**config.mk**
```make
export PLATFORM = sky130hd
export DESIGN_NAME = distributed_dma_slave_regs
export DESIGN_NICKNAME = d
export VERILOG_FILES = /design/src/logic/dma_slave_pkg.sv /design/src/logic/distributed_dma_slave_regs.sv
export SDC_FILE = /design/constraint.sdc
export NUM_CORES = 1
export LEC_CHECK = 0
export ABC_AREA = 0
export ABC_CLOCK_PERIOD_IN_PS = 3100
export BUFFER_PORTS_ARGS = -buffer_cell sky130_fd_sc_hd__buf_2
export CORE_ASPECT_RATIO = 1.75
export CORE_UTILIZATION = 44
export CTS_BUF_LIST = sky130_fd_sc_hd__clkbuf_4 sky130_fd_sc_hd__clkbuf_8
export DETAILED_ROUTE_END_ITERATION = 7
export PLACE_DENSITY = 0.74
export SYNTH_ARGS = -nofsm -noshare
export SYNTH_HDL_FRONTEND = slang
export SYNTH_SLANG_ARGS = --single-unit
```
**constraint.sdc**
```tcl
create_clock -name clk -period 3.1 [get_ports clk]
set_input_delay 0.465 -clock clk [delete_from_list [all_inputs] [get_ports clk]]
set_output_delay 0.465 -clock clk [all_outputs]
set_load 0.005 [all_outputs]
```
**src/logic/dma_slave_pkg.sv**
```systemverilog
package dma_slave_pkg;
    localparam logic [3:0] off_address = 4'h0;
    localparam logic [3:0] off_page = 4'h2;
    localparam logic [3:0] off_count = 4'h4;
    localparam logic [3:0] off_status = 4'h8;
    localparam logic [3:0] off_command = 4'h8;
    localparam int region_bytes = 16;
    localparam logic [15:0] address_reset = 16'h0000;
    localparam logic [7:0] page_reset = 8'h00;
    localparam logic [15:0] count_reset = 16'h0000;
    localparam int disable_bit = 2;
    localparam logic [15:0] io_base_reset = 16'h0000;
    localparam logic [15:0] step_8bit = 16'h0001;
    localparam logic [15:0] step_16bit = 16'h0002;
    localparam logic [3:0] flags_set = 4'hf;
    localparam logic [3:0] flags_reset = 4'h0;
    localparam logic disable_reset = 1'b0;

    typedef struct packed {
        logic [15:0] base_addr;
        logic [15:0] cur_addr;
        logic [7:0] page;
        logic [15:0] base_count;
        logic [15:0] cur_count;
        logic [3:0] tc_flags;
        logic controller_disable;
        logic [31:0] rdata;
        logic [23:0] ad_out;
        logic ad_valid;
    } state_type;

    typedef struct packed {
        logic wr;
        logic rd;
        logic [15:0] addr;
        logic [15:0] wdata;
        logic [1:0] be;
    } io_req_type;
endpackage

```
**src/logic/distributed_dma_slave_regs.sv**
```systemverilog
`timescale 1ns/100ps
// Overview of operation
// - Decode a sixteen-byte I/O region at the configured channel base address.
// - Legacy bits without distributed use are read-only and do nothing.
// - Reserved locations in the region read back as all zeros.
// - Writes to reserved locations are taken but change nothing.
// - Sixteen-bit address register at offset zero, reset to zero.
// - Address write sets transfer start; read returns current reached address.
// - Eight-bit mode drives full current address on lines 15 to 0.
// - Eight-bit mode drives all page bits on lines 23 to 16.
// - Sixteen-bit mode drives address on lines 16 to 1, line 0 low.
// - Sixteen-bit mode drives page bits 7 to 1 on 23 to 17.
// - Eight-bit page register at offset two, reset to zero.
// - Byte count drops by one per 8-bit, two per 16-bit transfer.
// - Terminal-count flags set at terminal count, cleared by status read or reset.
// - Disable bit: zero enables the slave, one disables it.
module distributed_dma_slave_regs (
    input wire logic clk, // Clock
    input wire logic rst, // Synchronous reset
    input wire logic [15:0] dma_base, // Base address from configuration space
    input wire dma_slave_pkg::io_req_type io_req, // I/O access request
    input wire logic xfer_done, // One transfer completed
    input wire logic mode_16bit, // Sixteen-bit transfer mode
    input wire logic addr_phase, // Request to present the address
    output logic [31:0] io_rdata, // Read data
    output logic [23:0] ad_out, // Address phase value
    output logic ad_valid, // Address phase value valid
    output logic [3:0] terminal_count_flags, // Terminal count flags
    output logic controller_disable // Slave disabled
);
    import dma_slave_pkg::*;

    state_type s_q;
    state_type s_d;

    ////////////////////////////////////////////////////////////////////////
    // Region decode is shared by reads and writes.
    function automatic logic hit(input logic [15:0] a, input logic [15:0] b);
        // Only the upper bits compare; the low nibble selects the register.
        return a[15:4] == b[15:4];
    endfunction

    logic sel;
    logic [3:0] off;
    logic tc_hit;
    logic [15:0] step;

    always_comb begin
        s_d = s_q;
        sel = hit(io_req.addr, dma_base);
        off = io_req.addr[3:0];
        step = mode_16bit ? step_16bit : step_8bit;
        tc_hit = 1'b0;
        s_d.rdata = 32'h0000_0000;
        if (sel && io_req.rd) begin
            if (off == off_address) begin
                s_d.rdata = {16'h0000, s_q.cur_addr};
            end else if (off == off_page) begin
                s_d.rdata = {24'h000000, s_q.page};
            end else if (off == off_count) begin
                s_d.rdata = {16'h0000, s_q.cur_count};
            end else if (off == off_status) begin
                // request status bits unused, read zero
                s_d.rdata = {28'h0000000, s_q.tc_flags};
            end
        end
        if (sel && io_req.rd && off == off_status) begin
            s_d.tc_flags = flags_reset;
        end
        if (!s_q.controller_disable && xfer_done) begin
            s_d.cur_addr = s_q.cur_addr + 16'h0001;
            if (s_q.cur_count <= step) begin
                s_d.cur_count = 16'h0000;
                tc_hit = 1'b1;
            end else begin
                s_d.cur_count = s_q.cur_count - step;
            end
        end
        // Set wins over the clear from a simultaneous status read.
        // Software polling the status could otherwise lose a terminal count.
        if (tc_hit) begin
            s_d.tc_flags = flags_set;
        end
        if (sel && io_req.wr) begin
            if (off == off_address) begin
                s_d.base_addr = io_req.wdata;
                s_d.cur_addr = io_req.wdata;
            end else if (off == off_page) begin
                s_d.page = io_req.wdata[7:0];
            end else if (off == off_count) begin
                s_d.base_count = io_req.wdata;
                s_d.cur_count = io_req.wdata;
            end else if (off == off_command) begin
                s_d.controller_disable = io_req.wdata[disable_bit];
            end
        end
        s_d.ad_valid = addr_phase && !s_q.controller_disable;
        if (mode_16bit) begin
            // shifted word address, page bit 0 dropped
            s_d.ad_out = {s_q.page[7:1], s_q.cur_addr, 1'b0};
        end else begin
            s_d.ad_out = {s_q.page, s_q.cur_addr};
        end
        if (rst) begin
            s_d.base_addr = address_reset;
            s_d.cur_addr = address_reset;
            s_d.page = page_reset;
            s_d.base_count = count_reset;
            s_d.cur_count = count_reset;
            s_d.tc_flags = flags_reset;
            s_d.controller_disable = disable_reset;
            s_d.rdata = 32'h0000_0000;
            s_d.ad_out = 24'h000000;
            s_d.ad_valid = 1'b0;
        end
    end

    always_ff @(posedge clk) begin
        s_q <= s_d;
    end

    assign io_rdata = s_q.rdata;
    assign ad_out = s_q.ad_out;
    assign ad_valid = s_q.ad_valid;
    assign terminal_count_flags = s_q.tc_flags;
    assign controller_disable = s_q.controller_disable;

    ////////////////////////////////////////////////////////////////////////
    a_addr_write_load: assert property (@(posedge clk) disable iff (rst)
        (io_req.wr && hit(io_req.addr, dma_base) && io_req.addr[3:0] == off_address)
        |=> (s_q.cur_addr == $past(io_req.wdata) && s_q.base_addr == s_q.cur_addr))
        else $error("address write did not load both copies");
    a_reserved_read_zero: assert property (@(posedge clk) disable iff (rst)
        (io_req.rd && hit(io_req.addr, dma_base) && io_req.addr[3:0] == 4'hc)
        |=> io_rdata == 32'h0000_0000)
        else $error("reserved read not zero");
    a_reserved_write_none: assert property (@(posedge clk) disable iff (rst)
        (io_req.wr && io_req.addr[3:0] == 4'hc && !xfer_done && !io_req.rd)
        |=> $stable(s_q.cur_addr) && $stable(s_q.page) && $stable(controller_disable))
        else $error("reserved write changed state");
    a_outside_ignored: assert property (@(posedge clk) disable iff (rst)
        (io_req.rd && !hit(io_req.addr, dma_base)) |=> io_rdata == 32'h0000_0000)
        else $error("access outside region answered");
    a_mode8_layout: assert property (@(posedge clk) disable iff (rst)
        !mode_16bit |=> ad_out == {$past(s_q.page), $past(s_q.cur_addr)})
        else $error("8-bit address layout wrong");
    a_mode16_layout: assert property (@(posedge clk) disable iff (rst)
        mode_16bit |=> ad_out[0] == 1'b0 && ad_out[16:1] == $past(s_q.cur_addr))
        else $error("16-bit address layout wrong");
    a_mode16_page: assert property (@(posedge clk) disable iff (rst)
        mode_16bit |=> ad_out[23:17] == $past(s_q.page[7:1]))
        else $error("16-bit page layout wrong");
    a_count_step: assert property (@(posedge clk) disable iff (rst)
        (xfer_done && !controller_disable && !io_req.wr && s_q.cur_count > 16'h0002)
        |=> s_q.cur_count == $past(s_q.cur_count) - ($past(mode_16bit) ? 16'h0002 : 16'h0001))
        else $error("count step wrong");
    a_tc_set: assert property (@(posedge clk) disable iff (rst)
        tc_hit |=> terminal_count_flags == 4'hf)
        else $error("terminal count flags not set");
    a_disabled_holds: assert property (@(posedge clk) disable iff (rst)
        (controller_disable && !io_req.wr) |=> $stable(s_q.cur_count))
        else $error("disabled slave advanced");

    ////////////////////////////////////////////////////////////////////////
    // Register writes: each decoded write must land in its own field only.
    a_page_write_load: assert property (@(posedge clk) disable iff (rst)
        (io_req.wr && sel && off == off_page)
        |=>
        s_q.page == $past(io_req.wdata[7:0]))
        else $error("page write did not load");
    a_count_write_load: assert property (@(posedge clk) disable iff (rst)
        (io_req.wr && sel && off == off_count)
        |=>
        (s_q.cur_count == $past(io_req.wdata) && s_q.base_count == s_q.cur_count))
        else $error("count write did not load both copies");
    a_disable_write: assert property (@(posedge clk) disable iff (rst)
        (io_req.wr && sel && off == off_command)
        |=>
        controller_disable == $past(io_req.wdata[disable_bit]))
        else $error("command write did not set disable bit");
    a_base_holds: assert property (@(posedge clk) disable iff (rst)
        !(io_req.wr && sel && off == off_address)
        |=>
        $stable(s_q.base_addr))
        else $error("base address changed without a write");
    a_reserved_write_count: assert property (@(posedge clk) disable iff (rst)
        (io_req.wr && sel && off == 4'h6 && !xfer_done)
        |=>
        $stable(s_q.cur_count) && $stable(s_q.base_addr) && $stable(s_q.tc_flags))
        else $error("reserved write changed count or flags");
    a_outside_write_none: assert property (@(posedge clk) disable iff (rst)
        (io_req.wr && !sel && !xfer_done)
        |=>
        $stable(s_q.cur_addr) && $stable(s_q.page) && $stable(controller_disable))
        else $error("write outside region changed state");

    // Register reads: data stands for exactly one cycle after the request.
    a_addr_read_back: assert property (@(posedge clk) disable iff (rst)
        (io_req.rd && sel && off == off_address)
        |=>
        io_rdata == {16'h0000, $past(s_q.cur_addr)})
        else $error("address read returned wrong value");
    a_page_read_back: assert property (@(posedge clk) disable iff (rst)
        (io_req.rd && sel && off == off_page)
        |=>
        io_rdata == {24'h000000, $past(s_q.page)})
        else $error("page read returned wrong value");
    a_status_read_back: assert property (@(posedge clk) disable iff (rst)
        (io_req.rd && sel && off == off_status)
        |=>
        io_rdata == {28'h0000000, $past(s_q.tc_flags)})
        else $error("status read returned wrong value");
    a_request_read_zero: assert property (@(posedge clk) disable iff (rst)
        (io_req.rd && sel && off == 4'h9)
        |=>
        io_rdata == 32'h0000_0000)
        else $error("write-only legacy location read nonzero");
    a_idle_read_zero: assert property (@(posedge clk) disable iff (rst)
        !io_req.rd
        |=>
        io_rdata == 32'h0000_0000)
        else $error("read data without a read");

    // Transfer progress: address and count move only on an enabled transfer or a write to their register.
    a_addr_step: assert property (@(posedge clk) disable iff (rst)
        (xfer_done && !controller_disable && !(io_req.wr && sel && off == off_address))
        |=>
        s_q.cur_addr == $past(s_q.cur_addr) + 16'h0001)
        else $error("current address did not advance");
    a_disabled_addr_holds: assert property (@(posedge clk) disable iff (rst)
        (controller_disable && !io_req.wr)
        |=>
        $stable(s_q.cur_addr))
        else $error("disabled slave moved the address");
    a_count_holds_idle: assert property (@(posedge clk) disable iff (rst)
        (!xfer_done && !(io_req.wr && sel && off == off_count))
        |=>
        $stable(s_q.cur_count))
        else $error("count moved without a transfer");
    a_count_floor: assert property (@(posedge clk) disable iff (rst)
        (tc_hit && !io_req.wr)
        |=>
        s_q.cur_count == 16'h0000)
        else $error("count not zero at terminal count");

    // Terminal count flags: all four move together, set only by a transfer.
    a_flags_together: assert property (@(posedge clk) disable iff (rst)
        terminal_count_flags == flags_reset || terminal_count_flags == flags_set)
        else $error("terminal count flags split");
    a_flags_need_tc: assert property (@(posedge clk) disable iff (rst)
        $rose(terminal_count_flags[0])
        |->
        $past(tc_hit))
        else $error("flags set without terminal count");
    a_status_read_clear: assert property (@(posedge clk) disable iff (rst)
        (io_req.rd && sel && off == off_status && !tc_hit)
        |=>
        terminal_count_flags == flags_reset)
        else $error("status read did not clear flags");

    // Address phase: the valid strobe follows the request one cycle late.
    a_valid_follows: assert property (@(posedge clk) disable iff (rst)
        (addr_phase && !controller_disable)
        |=>
        ad_valid)
        else $error("address phase not presented");
    a_valid_blocked: assert property (@(posedge clk) disable iff (rst)
        (!addr_phase || controller_disable)
        |=>
        !ad_valid)
        else $error("address phase presented while idle or disabled");
    a_mode8_page: assert property (@(posedge clk) disable iff (rst)
        !mode_16bit
        |=>
        ad_out[23:16] == $past(s_q.page))
        else $error("8-bit page layout wrong");

    // Reset: checked without the disable so the reset cycle itself is seen.
    a_reset_values: assert property (@(posedge clk)
        rst
        |=>
        (s_q.cur_addr == address_reset && s_q.base_addr == address_reset
            && s_q.page == page_reset && s_q.cur_count == count_reset
            && terminal_count_flags == flags_reset && controller_disable == disable_reset))
        else $error("reset values wrong");
endmodule

```
==> impl_results.md <==
* Critical Path RT at 3.39 ns
* Largest net degree at the start of global routing at 42
* 1st-iter DRT viols at 232
* Crit end category: flop
* Transition time of the tightest slew-check pin at 0.8240 ns
* Detailed Route WL at around 10000 um
* Mapped Area at 0.004343 mm2
* DR vias at 3442
* Worst skew pair latency at between 0.3 and 0.4 ns
* TritonCTS buffer count at 9
* Resized Gates After CTS at 0
* DRC at 0
* Dpl cell area at 0.004526 mm2
* Core Region at 0.009527 mm2
* # setup viols final at 0
* ANT nets after route at 0
* Max-Cap Viols at 0
* Io pins at approximately 120
* Slew Limit Fails at 0
* Synthesized instance count at about 480
* Total global routing overflow at 0
* Worst-path clk slew at approximately 0.080 ns
* Min Hold Slack at between 0.3 and 0.4 ns
* Setup total negative slack at 0 ns
* Top_reg_cell synth: dfxtp_1
* Htree depth at 3
* Die Height at 133.4 um
* Global-route wire length before repair at 16410 um
* Worst-path maximum fanout at 9
* Row cnt at 47
* Final min period at 2.216 ns
* Outcome: finished, final reports clean
* Avg Inst Size Synth at 9.105 um2
* N_diodes at 0
* Initial antenna violation count at 0
* Post-DP HPWL at 7863 um
* Layout cells sized above 1 at 25.33%
* PwrDens at 586.4 mW/mm2
* Critical path class: reg2reg
* Post-route cell area at 0.004731 mm2
* Ys async rst share at 0%
* TritonCTS clock tree: yes
* Reg2reg setup slack at between 0.8 and 0.9 ns
* Final Cycle Share at 71.48%
* Pre-antenna DRT Iters at 5
* Distinct cells, synth at 49
* Port-buffer cells at 96
* Total track usage at 20.58%
* Clk buf depth at 2
* Hold-fix buffers, CTS at 0
* Post-CTS Setup Bufs at 0
* Commonest cells after routing, fill and taps aside: buf_2 (96), dfxtp_1 (83), nor2_1 (64), xnor2_1 (32), mux2i_1 (26)
* Wire per inst at 15.93 um
* Leak pwr at 0.002006 uW
* CTS Sinks at 83
* Die Area at 0.01029 mm2
* Initial Util at 45.59%
* Vias in the first global route at roughly 3400
* RePlAce Congestion at around 0.90
* Synth-to-Final Area Change at 8.931%
* Max Clk Rate at ~0.45 GHz
* Yosys warnings at 0
* WP data arrival at 2.50 ns
* Commonest non-fill, non-tap cell in the layout: buf_2
* Post-synth EDFFs at 0
* Sequential-to-total area share from yosys stat at 38.26%
* Post-layout power at 2774 uW
* IR drop worst, VDD at ~0.31 mV
* RSZ-0062 raised after global routing: false
* Final hold vios at 0
* Yosys reg bits at 83
* Clock root buffer: clkbuf_8
* Die Wd at 77.10 um
* Nets@finish at ~580
* Fillcell total at around 930
* Slew HR at 44.91%
* Vias per inst at 5.320
* Critical Path Start Type: flop
* Area of the multi-input gates at 0.002167 mm2
* Register area at 0.001662 mm2
* Final clock skew at 0.01051 ns
* Worst Hold Class: in2reg
-- Yosys cell counts (10+ instances only) --
library cell / number / area [um2]
dfxtp_1: 83 / 1662
nor2_1: 64 / 240.2
buf_4: 60 / 450.4
xnor2_1: 32 / 280.3
mux2i_1: 26 / 260.3
nand2_1: 25 / 93.84
a211oi_1: 19 / 142.6
a21oi_1: 18 / 90.09
a22oi_1: 12 / 90.09
clkbuf_1: 11 / 41.29
nand3_1: 10 / 50.05
nor3_1: 10 / 50.05
-- metal layers --
metal | wire (um) | global-route usage, %
met1 | 3823 | 21.85
met2 | 5171 | 34.92
met3 | 516 | 3.836
met4 | 795 | 17.09
met5 | 0 | 0
-- final timing paths --
path | from | endpoint | cells after the start
worst min-delay path | io_req[15] | s_q[75] | 2
worst max-delay path | s_q[62] | s_q[77] | 8
worst max register to register | s_q[62] | s_q[77] | 8
worst min register to register | s_q[100] | ad_out[22] | 1
-- layout make-up --
cell class	count	area share (%)
clock buffers	12	3.359
clock inverters	3	0.9786
inverters	5	0.3967
multi-input cells	320	45.81
flip-flops and latches	83	35.12
well taps	122	3.227
repair buffers	102	11.11
-- where the power goes --
group	switching, uW	total [uW]	internal (uW)
combinational	369	696	328
sequential	130	1280	1150
clock	370	794	424
total	869	2770	1910
-- stage by stage --
stage / std cells / util (%) / worst slack, ns
6_report: 647 / 49.66 / 0.8840
5_1_grt: 647 / 49.66 / 0.7089
3_3_place_gp: 632 / 47.50 / 0.6351
2_1_floorplan: 492 / - / 0.3223
3_5_place_dp: 632 / 47.50 / 0.5669
4_1_cts: 647 / 49.66 / 0.8808
-- worst max-delay path: stages (launching register included) --
cell and delay [ns]:
dfxtp_1 0.37, inv_1 0.06, ha_1 0.20, fa_1 0.46, a21oi_1 0.15, and4b_1 0.24, nand2_1 0.23, nand3b_2 0.25
o2bb2ai_1 0.20
-- flip-flops by register name, indices dropped and copies added, names as in the netlist --
name	cells
ad_out	24
s_q	40
controller_disable	1
io_rdata	16
terminal_count_flags	1
ad_valid	1
-- kinds of logic after synthesis --
| group | synth area share [%] |
|---|---|
| AND/OR/NAND/NOR | 22.79 |
| adder cells (fa/ha/maj) | 1.325 |
| other | 0.08635 |
| AO/OA/AOI/OAI | 10.14 |
| flip-flops | 38.26 |
| buffers and inverters | 13.14 |
| XOR/XNOR | 8.269 |
| multiplexers | 5.993 |
Note: power is estimated with default switching activity, not from simulation.
